$ cat src/verilog/ref_switchover_consts.vh
`ifndef REF_SWITCHOVER_CONSTS_VH
`define REF_SWITCHOVER_CONSTS_VH

// ****************************************************
// Register indices (byte address is four times these)
// ****************************************************
`define IDX_DIV_PRIMARY   10'h014
`define IDX_DIV_SECONDARY 10'h016
`define IDX_INPUT_CFG     10'h01A
`define IDX_REF_MISC      10'h01C
`define IDX_SWITCH_CTRL   10'h01D
`define IDX_FEEDBACK      10'h0F0
`define IDX_VCO_DIV       10'h0F1
`define IDX_VCO_CTRL      10'h0F3
`define IDX_STATUS        10'h22D
`define IDX_POWER         10'h233
`define IDX_APPLY         10'h234

// ****************************************************
// Field positions
// ****************************************************
`define BIT_OSC_CFG_LO    0
`define BIT_CMOS_PRIMARY  5
`define BIT_CMOS_SECOND   6
`define BIT_HOLD_HALF     6
`define BIT_INDEP_DIV     7
`define BIT_AUTO_EN       0
`define BIT_REVERTIVE     1
`define BIT_MANUAL_SEC    2
`define BIT_USE_PIN       3
`define BIT_SE_PD_PRIMARY 4
`define BIT_SE_PD_SECOND  5
`define BIT_CAL_VCO       1
`define BIT_LOOP_PD       2
`define BIT_APPLY         0
`define FB_SWALLOW_LO     8
`define VCO_DIV2_LO       2

// ****************************************************
// Reset values
// ****************************************************
`define RST_DIV           10'h001
`define RST_INPUT_CFG     8'h00
`define RST_REF_MISC      8'h00
`define RST_SWITCH_CTRL   8'h01
`define RST_FB_COARSE     6'h03
`define RST_FB_SWALLOW    2'h0
`define RST_VCO_DIV_CODE  2'h0

// ****************************************************
// Timing
// ****************************************************
`define CLK_PERIOD_NS     10
`define LOSS_TIME_NS      10000
// Cycle counts: the times at the clock period, sized for 16-bit counters
`define LOSS_CYCLES       16'h03E8
`define CAL_TIME_NS       2000
`define CAL_CYCLES        16'h00C8

`endif

$ cat src/verilog/ref_switchover_pll_ctrl.v
// Decided for this implementation: the address map and register access over APB.
`timescale 1ns/1ps
`include "ref_switchover_consts.vh"

module ref_switchover_pll_ctrl (
  input  wire        clk,                   // 100 MHz system clock
  input  wire        rst,                   // Synchronous reset, high
  input  wire        psel,                  // APB select
  input  wire        penable,               // APB access phase
  input  wire        pwrite,                // APB write
  input  wire [31:0] paddr,                 // APB byte address
  input  wire [31:0] pwdata,                // APB write data
  output wire [31:0] prdata,                // APB read data
  output wire        pready,                // APB ready
  output wire        pslverr,               // APB error, unmapped
  input  wire        ref_input_primary,     // Primary reference pin
  input  wire        ref_input_secondary,   // Secondary reference pin
  input  wire        ref_select_pin,        // Manual select, 1 = second
  output wire        cmos_primary,          // Primary in CMOS mode
  output wire        cmos_secondary,        // Secondary in CMOS mode
  output wire        diff_pd_primary,       // Primary diff rx off
  output wire        diff_pd_secondary,     // Secondary diff rx off
  output wire        se_pd_primary,         // Primary SE buffer off
  output wire        se_pd_secondary,       // Secondary SE buffer off
  output wire [1:0]  osc_rx_cfg,            // Oscillator rx config
  output wire        osc_rx_pd,             // Oscillator rx off
  output wire        div_pulse_primary,     // Prescaled primary pulse
  output wire        div_pulse_secondary,   // Prescaled second pulse
  output wire        present_primary,       // Primary seen by monitor
  output wire        present_secondary,     // Secondary seen
  output wire        active_secondary,      // Active ref is secondary
  output wire        holdover,              // In holdover
  output wire        cp_tristate,           // Input pump tristated
  output wire        cp_half_supply,        // Input pump at mid-rail
  output wire        loop_resync,           // Resync pulse, one cycle
  output wire [7:0]  fb_ratio,              // Output-loop feedback N
  output wire [2:0]  vco_divider_one_ratio, // First VCO divider
  output wire [2:0]  vco_divider_two_ratio, // Second VCO divider
  output wire        vco_cal_start,         // Calibration start pulse
  output wire        vco_cal_busy           // Calibration running
);
  // ****************************************************
  // Declarations
  // ****************************************************
  localparam [15:0] LOSS_CNT = `LOSS_CYCLES;
  localparam [15:0] CAL_CNT  = `CAL_CYCLES;
  wire [9:0]  idx;
  wire [9:0]  ratio [0:1];
  wire        setup_ph, wr_ok, manual_sec;
  reg         mapped, next_sec, pready_q, pslverr_q, sel_s1_q, sel_s2_q;
  reg  [31:0] rd_mux, prdata_q;
  // Shadows take writes; active copies load together on apply
  reg  [9:0]  div_p_sh_q, div_s_sh_q, div_p_q, div_s_q;
  reg  [7:0]  in_cfg_sh_q, misc_sh_q, sw_sh_q, in_cfg_q, misc_q, sw_q;
  reg  [5:0]  coarse_sh_q, coarse_q;
  reg  [1:0]  swallow_sh_q, m1_sh_q, m2_sh_q, swallow_q, m1_q, m2_q;
  reg         cal_sh_q, loop_pd_sh_q, apply_q, cal_q, loop_pd_q;
  reg  [1:0]  ref_s1_q, ref_s2_q, ref_s3_q, div_pulse_q, present_q, cfg_out_q;
  reg  [2:0]  m1_ratio_q, m2_ratio_q;
  reg  [7:0]  fb_q;
  reg  [15:0] cal_cnt_q;
  reg         active_sec_q, holdover_q, resync_q, cp_tri_q, cp_half_q;
  reg         cmos_p_q, cmos_s_q, dpd_p_q, dpd_s_q, spd_p_q, spd_s_q;
  reg         osc_pd_q, cal_prev_q, cal_start_q, cal_busy_q;

  // ****************************************************
  // APB slave: setup cycle prepares the answer
  // ****************************************************
  assign idx      = paddr[11:2];
  assign setup_ph = psel & ~penable;
  assign wr_ok    = psel & penable & pready_q & pwrite & mapped;

  // Decode and read mux; reads return the shadow values, status returns the live state
  always @* begin
    mapped = 1'b1;
    rd_mux = 32'h0000_0000;
    case (idx)
      `IDX_DIV_PRIMARY:   rd_mux[9:0] = div_p_sh_q;
      `IDX_DIV_SECONDARY: rd_mux[9:0] = div_s_sh_q;
      `IDX_INPUT_CFG:     rd_mux[7:0] = in_cfg_sh_q;
      `IDX_REF_MISC:      rd_mux[7:0] = misc_sh_q;
      `IDX_SWITCH_CTRL:   rd_mux[7:0] = sw_sh_q;
      `IDX_FEEDBACK: begin
        rd_mux[5:0]                 = coarse_sh_q;
        rd_mux[`FB_SWALLOW_LO+1:`FB_SWALLOW_LO] = swallow_sh_q;
      end
      `IDX_VCO_DIV: begin
        rd_mux[1:0]                 = m1_sh_q;
        rd_mux[`VCO_DIV2_LO+1:`VCO_DIV2_LO] = m2_sh_q;
      end
      `IDX_VCO_CTRL:      rd_mux[`BIT_CAL_VCO] = cal_sh_q;
      `IDX_STATUS: begin
        rd_mux[0] = cal_busy_q;
        rd_mux[1] = active_sec_q;
        rd_mux[2] = holdover_q;
        rd_mux[3] = present_q[0];
        rd_mux[4] = present_q[1];
      end
      `IDX_POWER:         rd_mux[`BIT_LOOP_PD] = loop_pd_sh_q;
      `IDX_APPLY:         rd_mux = 32'h0000_0000;
      default:            mapped = 1'b0;
    endcase
  end

  // Answer in the first access cycle, no wait states
  always @(posedge clk) begin
    if (rst) begin
      pready_q  <= 1'b0;
      pslverr_q <= 1'b0;
      prdata_q  <= 32'h0000_0000;
    end else begin
      pready_q  <= setup_ph;
      pslverr_q <= setup_ph & ~mapped;
      if (setup_ph)
        prdata_q <= pwrite ? 32'h0000_0000 : rd_mux;
    end
  end

  // Shadow register writes; the apply register self-clears
  always @(posedge clk) begin
    if (rst) begin
      div_p_sh_q   <= `RST_DIV;
      div_s_sh_q   <= `RST_DIV;
      in_cfg_sh_q  <= `RST_INPUT_CFG;
      misc_sh_q    <= `RST_REF_MISC;
      sw_sh_q      <= `RST_SWITCH_CTRL;
      coarse_sh_q  <= `RST_FB_COARSE;
      swallow_sh_q <= `RST_FB_SWALLOW;
      m1_sh_q      <= `RST_VCO_DIV_CODE;
      m2_sh_q      <= `RST_VCO_DIV_CODE;
      cal_sh_q     <= 1'b0;
      loop_pd_sh_q <= 1'b0;
      apply_q      <= 1'b0;
    end else begin
      apply_q <= wr_ok & (idx == `IDX_APPLY) & pwdata[`BIT_APPLY];
      if (wr_ok) begin
        case (idx)
          `IDX_DIV_PRIMARY:   div_p_sh_q  <= pwdata[9:0];
          `IDX_DIV_SECONDARY: div_s_sh_q  <= pwdata[9:0];
          `IDX_INPUT_CFG:     in_cfg_sh_q <= pwdata[7:0];
          `IDX_REF_MISC:      misc_sh_q   <= pwdata[7:0];
          `IDX_SWITCH_CTRL:   sw_sh_q     <= pwdata[7:0];
          `IDX_FEEDBACK: begin
            coarse_sh_q  <= pwdata[5:0];
            swallow_sh_q <= pwdata[`FB_SWALLOW_LO+1:`FB_SWALLOW_LO];
          end
          `IDX_VCO_DIV: begin
            // Code 3 has no ratio, so it is not stored
            if (pwdata[1:0] != 2'h3)
              m1_sh_q <= pwdata[1:0];
            if (pwdata[`VCO_DIV2_LO+1:`VCO_DIV2_LO] != 2'h3)
              m2_sh_q <= pwdata[`VCO_DIV2_LO+1:`VCO_DIV2_LO];
          end
          `IDX_VCO_CTRL:      cal_sh_q     <= pwdata[`BIT_CAL_VCO];
          `IDX_POWER:         loop_pd_sh_q <= pwdata[`BIT_LOOP_PD];
          default: ;
        endcase
      end
    end
  end

  // Apply strobe moves every shadow into the working set
  always @(posedge clk) begin
    if (rst) begin
      div_p_q   <= `RST_DIV;
      div_s_q   <= `RST_DIV;
      in_cfg_q  <= `RST_INPUT_CFG;
      misc_q    <= `RST_REF_MISC;
      sw_q      <= `RST_SWITCH_CTRL;
      coarse_q  <= `RST_FB_COARSE;
      swallow_q <= `RST_FB_SWALLOW;
      m1_q      <= `RST_VCO_DIV_CODE;
      m2_q      <= `RST_VCO_DIV_CODE;
      cal_q     <= 1'b0;
      loop_pd_q <= 1'b0;
    end else if (apply_q) begin
      div_p_q   <= div_p_sh_q;
      div_s_q   <= div_s_sh_q;
      in_cfg_q  <= in_cfg_sh_q;
      misc_q    <= misc_sh_q;
      sw_q      <= sw_sh_q;
      coarse_q  <= coarse_sh_q;
      swallow_q <= swallow_sh_q;
      m1_q      <= m1_sh_q;
      m2_q      <= m2_sh_q;
      cal_q     <= cal_sh_q;
      loop_pd_q <= loop_pd_sh_q;
    end
  end

  // ****************************************************
  // Receiver modes and power gating
  // ****************************************************
  // Differential is the selected receiver while CMOS mode is off
  always @(posedge clk) begin
    if (rst) begin
      cmos_p_q  <= 1'b0;
      cmos_s_q  <= 1'b0;
      dpd_p_q   <= 1'b0;
      dpd_s_q   <= 1'b0;
      spd_p_q   <= 1'b1;
      spd_s_q   <= 1'b1;
      cfg_out_q <= 2'h0;
      osc_pd_q  <= 1'b0;
    end else begin
      cmos_p_q  <= in_cfg_q[`BIT_CMOS_PRIMARY];
      cmos_s_q  <= in_cfg_q[`BIT_CMOS_SECOND];
      dpd_p_q   <= loop_pd_q | in_cfg_q[`BIT_CMOS_PRIMARY];
      dpd_s_q   <= loop_pd_q | in_cfg_q[`BIT_CMOS_SECOND];
      spd_p_q   <= loop_pd_q | sw_q[`BIT_SE_PD_PRIMARY]
                   | ~in_cfg_q[`BIT_CMOS_PRIMARY];
      spd_s_q   <= loop_pd_q | sw_q[`BIT_SE_PD_SECOND]
                   | ~in_cfg_q[`BIT_CMOS_SECOND];
      cfg_out_q <= in_cfg_q[`BIT_OSC_CFG_LO+1:`BIT_OSC_CFG_LO];
      osc_pd_q  <= loop_pd_q;
    end
  end

  // ****************************************************
  // Prescalers and reference monitor, one per input
  // ****************************************************
  assign ratio[0] = div_p_q;
  // Secondary shares the primary ratio unless told otherwise
  assign ratio[1] = misc_q[`BIT_INDEP_DIV] ? div_s_q : div_p_q;

  // Pins are asynchronous: two flops before edge detection
  always @(posedge clk) begin
    if (rst) begin
      ref_s1_q <= 2'b00;
      ref_s2_q <= 2'b00;
      ref_s3_q <= 2'b00;
      sel_s1_q <= 1'b0;
      sel_s2_q <= 1'b0;
    end else begin
      ref_s1_q <= {ref_input_secondary, ref_input_primary};
      ref_s2_q <= ref_s1_q;
      ref_s3_q <= ref_s2_q;
      sel_s1_q <= ref_select_pin;
      sel_s2_q <= sel_s1_q;
    end
  end

  genvar g;
  generate
    for (g = 0; g < 2; g = g + 1) begin : g_ref
      reg  [9:0]  cnt_q;
      reg  [15:0] idle_q;
      wire        edge_w;
      wire [9:0]  last_w;
      assign edge_w = ref_s2_q[g] & ~ref_s3_q[g];
      // A ratio of zero behaves as divide by one
      assign last_w = (ratio[g] == 10'h000) ? 10'h000
                                            : ratio[g] - 10'h001;
      // Count input edges, pulse once every ratio edges
      always @(posedge clk) begin
        if (rst) begin
          cnt_q          <= 10'h000;
          div_pulse_q[g] <= 1'b0;
        end else if (edge_w) begin
          if (cnt_q >= last_w) begin
            cnt_q          <= 10'h000;
            div_pulse_q[g] <= 1'b1;
          end else begin
            cnt_q          <= cnt_q + 10'h001;
            div_pulse_q[g] <= 1'b0;
          end
        end else begin
          div_pulse_q[g] <= 1'b0;
        end
      end
      // Monitor: lost when no prescaled pulse within the window
      always @(posedge clk) begin
        if (rst) begin
          idle_q       <= 16'h0000;
          present_q[g] <= 1'b0;
        end else if (div_pulse_q[g]) begin
          idle_q       <= 16'h0000;
          present_q[g] <= 1'b1;
        end else if (idle_q >= LOSS_CNT - 16'h0001) begin
          present_q[g] <= 1'b0;
        end else begin
          idle_q       <= idle_q + 16'h0001;
        end
      end
    end
  endgenerate

  // ****************************************************
  // Switchover and holdover
  // ****************************************************
  assign manual_sec = sw_q[`BIT_USE_PIN] ? sel_s2_q
                                         : sw_q[`BIT_MANUAL_SEC];

  // Next active reference from mode and monitor status
  always @* begin
    next_sec = active_sec_q;
    if (!sw_q[`BIT_AUTO_EN]) begin
      next_sec = manual_sec;
    end else if (!active_sec_q) begin
      if (!present_q[0] && present_q[1])
        next_sec = 1'b1;
    end else if (sw_q[`BIT_REVERTIVE]) begin
      if (present_q[0])
        next_sec = 1'b0;
    end else begin
      if (!present_q[1] && present_q[0])
        next_sec = 1'b0;
    end
  end

  // Holdover while both inputs are absent; pump mode from misc
  always @(posedge clk) begin
    if (rst) begin
      active_sec_q <= 1'b0;
      holdover_q   <= 1'b0;
      resync_q     <= 1'b0;
      cp_tri_q     <= 1'b0;
      cp_half_q    <= 1'b0;
    end else begin
      active_sec_q <= next_sec;
      holdover_q   <= ~present_q[0] & ~present_q[1];
      // Loop relocks to whichever reference is now active
      resync_q     <= holdover_q & (present_q[0] | present_q[1]);
      cp_tri_q     <= ~present_q[0] & ~present_q[1]
                      & ~misc_q[`BIT_HOLD_HALF];
      cp_half_q    <= ~present_q[0] & ~present_q[1]
                      & misc_q[`BIT_HOLD_HALF];
    end
  end

  // ****************************************************
  // Output loop divider settings
  // ****************************************************
  // No divider-sync input reaches these ratios; only apply does
  always @(posedge clk) begin
    if (rst) begin
      fb_q       <= 8'h0C;
      m1_ratio_q <= 3'h3;
      m2_ratio_q <= 3'h3;
    end else begin
      fb_q       <= {coarse_q, 2'b00} + {6'h00, swallow_q};
      m1_ratio_q <= 3'h3 + {1'b0, m1_q};
      m2_ratio_q <= 3'h3 + {1'b0, m2_q};
    end
  end

  // ****************************************************
  // VCO calibration
  // ****************************************************
  // Only a rising applied bit starts it; a held 1 does nothing
  always @(posedge clk) begin
    if (rst) begin
      cal_prev_q  <= 1'b0;
      cal_start_q <= 1'b0;
      cal_busy_q  <= 1'b0;
      cal_cnt_q   <= 16'h0000;
    end else begin
      cal_prev_q  <= cal_q;
      cal_start_q <= cal_q & ~cal_prev_q;
      if (cal_q && !cal_prev_q) begin
        cal_busy_q <= 1'b1;
        cal_cnt_q  <= 16'h0000;
      end else if (cal_busy_q) begin
        if (cal_cnt_q >= CAL_CNT - 16'h0001)
          cal_busy_q <= 1'b0;
        else
          cal_cnt_q  <= cal_cnt_q + 16'h0001;
      end
    end
  end
  // ****************************************************
  // Outputs
  // ****************************************************
  assign prdata                = prdata_q;
  assign pready                = pready_q;
  assign pslverr               = pslverr_q;
  assign cmos_primary          = cmos_p_q;
  assign cmos_secondary        = cmos_s_q;
  assign diff_pd_primary       = dpd_p_q;
  assign diff_pd_secondary     = dpd_s_q;
  assign se_pd_primary         = spd_p_q;
  assign se_pd_secondary       = spd_s_q;
  assign osc_rx_cfg            = cfg_out_q;
  assign osc_rx_pd             = osc_pd_q;
  assign div_pulse_primary     = div_pulse_q[0];
  assign div_pulse_secondary   = div_pulse_q[1];
  assign present_primary       = present_q[0];
  assign present_secondary     = present_q[1];
  assign active_secondary      = active_sec_q;
  assign holdover              = holdover_q;
  assign cp_tristate           = cp_tri_q;
  assign cp_half_supply        = cp_half_q;
  assign loop_resync           = resync_q;
  assign fb_ratio              = fb_q;
  assign vco_divider_one_ratio = m1_ratio_q;
  assign vco_divider_two_ratio = m2_ratio_q;
  assign vco_cal_start         = cal_start_q;
  assign vco_cal_busy          = cal_busy_q;

endmodule
$ cat config.mk
export PLATFORM = sky130hd
export DESIGN_NAME = ref_switchover_pll_ctrl
export DESIGN_NICKNAME = d
export VERILOG_FILES = /design/src/verilog/ref_switchover_pll_ctrl.v
export VERILOG_INCLUDE_DIRS = /design/src /design/src/verilog
export SDC_FILE = /design/constraint.sdc
export NUM_CORES = 1
export LEC_CHECK = 0
export ABC_CLOCK_PERIOD_IN_PS = 5800
export BUFFER_PORTS_ARGS = -buffer_cell sky130_fd_sc_hd__clkbuf_2
export CAP_MARGIN = 5
export CORE_ASPECT_RATIO = 0.8
export CORE_MARGIN = 2
export CORE_UTILIZATION = 45
export CTS_BUF_LIST = sky130_fd_sc_hd__clkbuf_4
export DETAILED_ROUTE_END_ITERATION = 10
export PLACE_DENSITY_LB_ADDON = 0.12
export SLEW_MARGIN = 20
export SYNTH_ARGS = -nofsm -noshare
export SYNTH_HDL_FRONTEND = slang
export SYNTH_SLANG_ARGS = --single-unit
$ cat constraint.sdc
create_clock -name clk -period 5.8 [get_ports clk]
set_clock_uncertainty 0.05 [all_clocks]
set_input_delay 0.58 -clock clk [delete_from_list [all_inputs] [get_ports clk]]
set_output_delay 0.58 -clock clk [all_outputs]
set_load 0.1 [all_outputs]
Word level (Yosys, flattened, before mapping)
Cells that the tools add are included.
{"block": "word_totals", "reg_bits": 259, "inputBits": 72, "out_inout_bits": 68, "elab_cells": 180}
{"block": "classes", "add_sub_neg": 10, "order_cmp": 5, "n_eq_ne": 13, "muxes": 31, "bitwise": 35, "reduce_logical": 27}
{"cell": "10-bit two-way mux", "n": 6}
{"cell": "10-bit by 5-bit == test with 1-bit output, second input constant", "n": 5}
{"cell": "16-bit by 1-bit adder with 16-bit output, second input constant", "n": 3}
{"cell": "16-bit by 10-bit greater-or-equal comparator with 1-bit output, second input constant", "n": 2}
{"cell": "10-bit == test, second input constant", "n": 3}
{"cell": "10-bit by 8-bit == test with 1-bit output, second input constant", "n": 3}
{"cell": "10-bit by 1-bit adder with 10-bit output, second input constant", "n": 2}
{"cell": "10-bit greater-or-equal comparator", "n": 2}
{"cell": "10-bit zero test", "n": 2}
{"cell": "10-bit by 1-bit subtractor with 10-bit output, second input constant", "n": 2}
{"cell": "1-bit case mux with 9 select lines", "n": 2}
{"cell": "2-bit AND reduction", "n": 9}
{"cell": "1-bit two-way mux", "n": 17}
{"cell": "16-bit by 8-bit greater-or-equal comparator with 1-bit output, second input constant", "n": 1}
{"cell": "1-bit case mux with 8 select lines", "n": 2}
{"cell": "1-bit AND", "n": 15}
{"cell": "1-bit inverter", "n": 13}
{"cell": "11-bit OR reduction", "n": 1}
{"cell": "2-bit case mux with 5 select lines", "n": 1}
{"cell": "2-bit OR reduction", "n": 5}
{"cell": "8-bit by 2-bit adder with 8-bit output", "n": 1}
{"cell": "1-bit bitwise OR", "n": 7}
{"cell": "1-bit case mux with 7 select lines", "n": 1}
{"cell": "2-bit by 2-bit adder with 3-bit output, first input constant", "n": 2}
{"cell": "other kinds (7)", "n": 14}

Logic depth before layout (Yosys ltp)
{"block": "logic_depth", "depth_word": 6, "ltp_mapped": 15}

Least setup slack after synthesis
Ideal clock, no wire load.
{"block": "synth_path", "path_kind": "reg-to-reg", "startpoint": "register misc_q[7]", "endpoint": "register g_ref[1].cnt_q[0]", "t_arrival_ps": 3718, "t_required_ps": 5685, "path_slack_ps": 1968, "stages_incl_launch_ff": 16, "n_path_buf": 4, "synth_period_minus_slack_ps": 3832, "path_cell_list": "dfxtp_1 clkbuf_1 buf_1 mux2i_1 ha_1 nand2_1 or3_1 clkbuf_1 and2_1 ha_1 nor2_1 a21oi_1 or4_1 a221o_1 clkbuf_1 nor2_1"}
{"block": "synth_between", "elab_chain_cells": 5}
{"item": "start: declaration", "line": "ref_switchover_pll_ctrl.v:54", "rtl": "reg [7:0] in_cfg_sh_q, misc_sh_q, sw_sh_q, in_cfg_q, misc_q, sw_q;"}
{"item": "start signal: assignment", "line": "ref_switchover_pll_ctrl.v:168", "rtl": "misc_q <= `RST_REF_MISC;"}
{"item": "start signal: assignment", "line": "ref_switchover_pll_ctrl.v:180", "rtl": "misc_q <= misc_sh_q;"}
{"item": "10-bit two-way mux *", "line": "ref_switchover_pll_ctrl.v:224", "rtl": "assign ratio[1] = misc_q[`BIT_INDEP_DIV] ? div_s_q : div_p_q;"}
{"item": "10-bit by 1-bit subtractor with 10-bit output / 10-bit zero test (equally long branches)", "line": "ref_switchover_pll_ctrl.v:253, ref_switchover_pll_ctrl.v:252"}
{"item": "10-bit two-way mux *", "line": "ref_switchover_pll_ctrl.v:252", "rtl": "assign last_w = (ratio[g] == 10'h000) ? 10'h000"}
{"item": "10-bit greater-or-equal comparator *", "line": "ref_switchover_pll_ctrl.v:260", "rtl": "if (cnt_q >= last_w) begin"}
{"item": "10-bit two-way mux *", "line": "ref_switchover_pll_ctrl.v:260"}
{"item": "end signal: assignment", "line": "ref_switchover_pll_ctrl.v:264", "rtl": "cnt_q <= cnt_q + 10'h001;"}
{"item": "end: declaration", "line": "ref_switchover_pll_ctrl.v:246", "rtl": "reg [9:0] cnt_q;"}
Every way passes the cells marked *; elsewhere a longest branch is shown, timed or not.
A chain may end at the register's enable or synchronous reset.

Worst setup path after layout
{"block": "layout_path", "startpoint": "register misc_q[7]", "endpoint": "register g_ref[1].cnt_q[8]"}
Same word-level chain as after synthesis.

==> results <==
- The run finished with clean final reports.
- The count of placed standard cells in the final layout, fillers left out is 1522.
- The placer's final routability congestion estimate is 0.8572.
- The count of mapped cells out of synthesis is 1108.
- The max-slew violation total from the final report is 0.
- The floorplan has 48 rows.
- The reported net switching power is 0.7940 mW.
- Setup repair after global routing left no endpoint under its margin.
- The initial antenna violation count is 1.
- Counting flops with an async set or reset pin after synthesis yields a share of 0.
- The worst reg2reg path depth is 11.
- After global routing the overflow that remains totals 0.
- The maximum fanout along the worst path is 20.
- The share of total power dissipated in combinational logic is 0.059.
- The instance count after placement with tap cells included is 1425.
- The timing endpoint of the critical path is g_ref[1].cnt_q[8]$_SDFFE_PP0P_.
- The critical path starts at misc_q[7]$_SDFFE_PP0P_.
- For this configuration, the core starts out at a cell density of 0.4604.
- The data required time of the worst path is 6.32 ns.
- Of the total power, registers draw 0.512.
- The final wirelength is 23.91 mm.
- The worst setup path is captured at a flop.
- Counting flops with a built-in enable in the synthesized netlist gives 0.
- The average cell area after synthesis is 9.008 µm².
- Hold is met by 0.09895 ns.
- TritonCTS built the clock tree.
- The H-tree was split into 2 levels.
- Counting instances, the worst hold path has a depth of 2.
- Of the total power, the share spent switching nets is 0.2563.
- The final worst setup slack is 1.899 ns.
- The relative contribution of the clock network to total power is 0.430.
- In the routed layout, each cell is associated on average with a via count of 5.235.
- The critical path arrival is 4.42 ns.
- The maximum root-to-sink buffer count is 3.
- The total CTS buffers is 56.
- The number of global-route vias before repair is 7200.
- The wire length per cell after detailed routing is 15.71 µm.
- Headroom to the max-slew limit came out at 0.4768.
- In this run the post-CTS setup repair buffer count came out at 0.
- Post-CTS repair changed the size of 0 cells.
- Yosys mapped the design onto 66 distinct sky130hd cell types.
- The synthesized netlist occupies a cell area of 0.009981 mm².
- After detailed routing, the number of remaining DRC violations is 0.
- STA classifies the critical path startpoint as a flop.
- In this run, synthesis produced a sequential element count of 228.
- The total global routing track utilization is 0.2048.
- The Yosys step of the flow raised 0 warnings.
- The maximum clock rate is 256.4 MHz.
- The hold violation count in the final report is 0.
- The shortest clock period the worst path allows after layout is 3.901 ns.
- Traced cell by cell, the critical path runs through mux2i_1 -> ha_1 -> nand2_1 -> or3_1 -> and2_1 -> ha_1 -> nor2_1 -> a21oi_1 -> or4_1 -> a221o_1 -> nor2_1.
- The floorplan step set the die width to 170.5 µm.
- The clock net sink count is 228.
- The transition time at the pin with the least slew margin is 0.7837 ns.
- The floorplan step defined a core boundary enclosing 0.02168 mm².
- Compared with the post-synthesis result, the final layout area differs by 11.56%.
- The final core area utilization is 0.5136.
- The half-perimeter wire length after placement is 16.72 mm.
- The ratio of cells with drive above 1 in the final layout is 0.1557.
- The first TritonRoute pass finished after 6 iterations.
- The delay contributed by the slowest stage of the critical path is 0.83 ns.
- The die covers 0.02339 mm².
- Clock-pin slew was measured on the worst setup and hold paths at 0.06 ns.
- Total power for the finished layout comes to 3.098 mW.
- The master of the slowest instance on the critical path is sky130_fd_sc_hd__dfxtp_1.
- The total vias in the final route is 7967.
- The number of setup violations in the final report is 0.
- The clock root buffer master is sky130_fd_sc_hd__clkbuf_4.
- The setup check on the worst reg-to-reg path leaves a slack of 1.90 ns.
- The maximum number of pins on one net before global-route repair is 68.
- Input and output buffers added on the ports amount to 73.
- The startpoint of the most critical register-to-register path is misc_q[7]$_SDFFE_PP0P_.
- The maximum vdd ir drop is 0.1559 mV.
- The number of hold-repair buffers added at the cts stage is 0.
- The vertical die dimension is 137.2 µm.
- The kind of critical path is reg2reg.
- The total power density per cell area is 278.2 mW/mm².
- The total internal power is 2.304 mW.
- The number of top-level pins is 140.
- The share of the Yosys chip area taken by registers is 0.4573.
- In the finished design, the share of the clock period the worst path needs comes to 0.6726.
- The finished cells cover 0.01113 mm².
- The layout net count is 1286.
- The endpoint identified for the worst register-to-register timing path is g_ref[1].cnt_q[8]$_SDFFE_PP0P_.
- The sum of negative setup slack is 0 ns.
- At the later pin of the worst-skew pair, clock insertion delay measures 0.65 ns.
- Once placement finished, the instance area stood at 0.01043 mm².
- The number of maximum-capacitance constraint violations is 0.
- Before CTS, the worst setup slack after placement is 1.920 ns.
- The violation count after the first detailed-route iteration is 584.
- The global-route wire length before repair is 38.15 mm.
- In this run the static leakage power is 4.315 nW.
- The post-detailed-route count of antenna-violating nets is 0.
- The most instantiated flip-flop cell in the synthesis netlist is sky130_fd_sc_hd__dfxtp_1.
- The worst min-delay path class is in2reg.
logic make-up (layout without fill, tap and decap cells):
logic type                 Yosys count  count (layout)  synth area share
muxes                               88              88           0.08963
AOI/OAI and AO/OA                  143             143           0.09503
DFF                                228             228            0.4573
and+or+nand+nor                    471             471            0.2298
xor gates and xnor gates            47              47           0.04124
adders and majority gates           31              31           0.03886
other                                1              24         0.0003757
buffers and inverters               99             190           0.04776
state kept, by name, summed over array words and instances (netlist names), 8 cells and up:
signal        count
g_ref.cnt_q      20
fb_ratio          8
cal_cnt_q        16
sw_sh_q           8
g_ref.idle_q     32
div_s_q          10
prdata           10
div_p_sh_q       10
in_cfg_sh_q       8
div_p_q          10
div_s_sh_q       10
misc_sh_q         8
how the worst min path moves through the flow:
stage | from | to | slack, ns
6_report | ref_select_pin | sel_s1_q$_SDFF_PP0_ | 0.1
5_1_grt | ref_select_pin | sel_s1_q$_SDFF_PP0_ | 0.06
4_1_cts | ref_select_pin | sel_s1_q$_SDFF_PP0_ | 0.04
3_5_place_dp | m1_q[0]$_SDFFE_PP0P_ | vco_divider_one_ratio[0]$_SDFF_PP1_ | 0.34
3_3_place_gp | m1_q[0]$_SDFFE_PP0P_ | vco_divider_one_ratio[0]$_SDFF_PP1_ | 0.34
2_1_floorplan | m1_q[0]$_SDFFE_PP0P_ | vco_divider_one_ratio[0]$_SDFF_PP1_ | 0.32
cells in the mapped netlist (4+ instances only):
master	number	share of area
sky130_fd_sc_hd__nand4_1	13	0.0081
sky130_fd_sc_hd__dfxtp_1	228	0.46
sky130_fd_sc_hd__nand2_1	148	0.056
sky130_fd_sc_hd__and2_1	18	0.011
sky130_fd_sc_hd__a22oi_1	5	0.0038
sky130_fd_sc_hd__mux2_2	11	0.012
sky130_fd_sc_hd__or4_1	7	0.0053
sky130_fd_sc_hd__nor3_1	22	0.011
sky130_fd_sc_hd__a22o_1	5	0.0044
sky130_fd_sc_hd__nor3b_1	4	0.0030
sky130_fd_sc_hd__o21ai_0	19	0.0095
sky130_fd_sc_hd__o211ai_1	9	0.0068
sky130_fd_sc_hd__a21oi_1	56	0.028
sky130_fd_sc_hd__nand2b_1	9	0.0056
sky130_fd_sc_hd__nand3_1	29	0.015
sky130_fd_sc_hd__and4_1	4	0.0035
sky130_fd_sc_hd__nor4_1	5	0.0031
sky130_fd_sc_hd__buf_1	15	0.0056
sky130_fd_sc_hd__xor2_1	29	0.025
sky130_fd_sc_hd__mux2i_1	77	0.077
sky130_fd_sc_hd__nor2_1	130	0.049
sky130_fd_sc_hd__a222oi_1	4	0.0040
sky130_fd_sc_hd__or3_1	8	0.0050
sky130_fd_sc_hd__inv_1	18	0.0068
sky130_fd_sc_hd__and3_1	25	0.016
sky130_fd_sc_hd__or2_2	6	0.0038
sky130_fd_sc_hd__nor2b_1	24	0.015
sky130_fd_sc_hd__ha_1	31	0.039
sky130_fd_sc_hd__a211oi_1	6	0.0045
sky130_fd_sc_hd__xnor2_1	18	0.016
sky130_fd_sc_hd__clkbuf_1	38	0.014
sky130_fd_sc_hd__buf_4	23	0.017
power groups by stage:
| stage | Combinational, mW | Sequential, mW | Clock (mW) |
|---|---|---|---|
| after CTS | 0.181 | 1.58 | 1.37 |
| after global placement | 0.181 | 1.62 | 0 |
| after global routing | 0.193 | 1.59 | 1.46 |
| after detailed placement | 0.181 | 1.62 | 0 |
| after floorplan | 0.134 | 1.64 | 0 |
| final | 0.181 | 1.59 | 1.33 |
final cells by class:
class	count	area, µm²
fillers	2096	10550
clock buffers	77	578.1
repair buffers	77	397.9
multi-input cells	802	5019
flip-flops and latches	228	4566
inverters	18	67.56
well taps	300	375.4
diodes	2	5.005
clock inverters	18	126.4
critical path, delay by kind of cell, from the launching register on:
| family | cells | cell delay [ns] |
|---|---|---|
| multiplexers | 1 | 0.36 |
| adder cells (fa/ha/maj) | 2 | 0.54 |
| AND/OR/NAND/NOR | 6 | 1.50 |
| AO/OA/AOI/OAI | 2 | 0.54 |
| flip-flops | 1 | 0.83 |
metal layers:
layer  part of all wire  wire length (µm)  global-route usage  vias up
met5                  0                 0                   0        -
met4              0.015               349             0.05698        0
met3              0.067              1594             0.03878       32
met2               0.39              9417              0.2798      231
met1               0.52             12550              0.3219     3723
li1                   -                 -                   -     3981
cell usage in the layout, fill, tap and decap left out, drive strengths merged, types with 13 or more instances in the layout:
master,synthesis,layout
nand2,148,148
and3,25,25
inv,18,19
xnor2,18,18
nor3,26,26
nor2b,24,24
o21ai,19,19
conb,1,22
nand4,13,13
clkinv,0,14
nor2,130,130
xor2,29,29
ha,31,31
and2,18,18
a21oi,56,56
mux2i,77,77
dfxtp,228,228
nand3,29,29
clkbuf,39,149
Power figures use the tool's default switching activity.
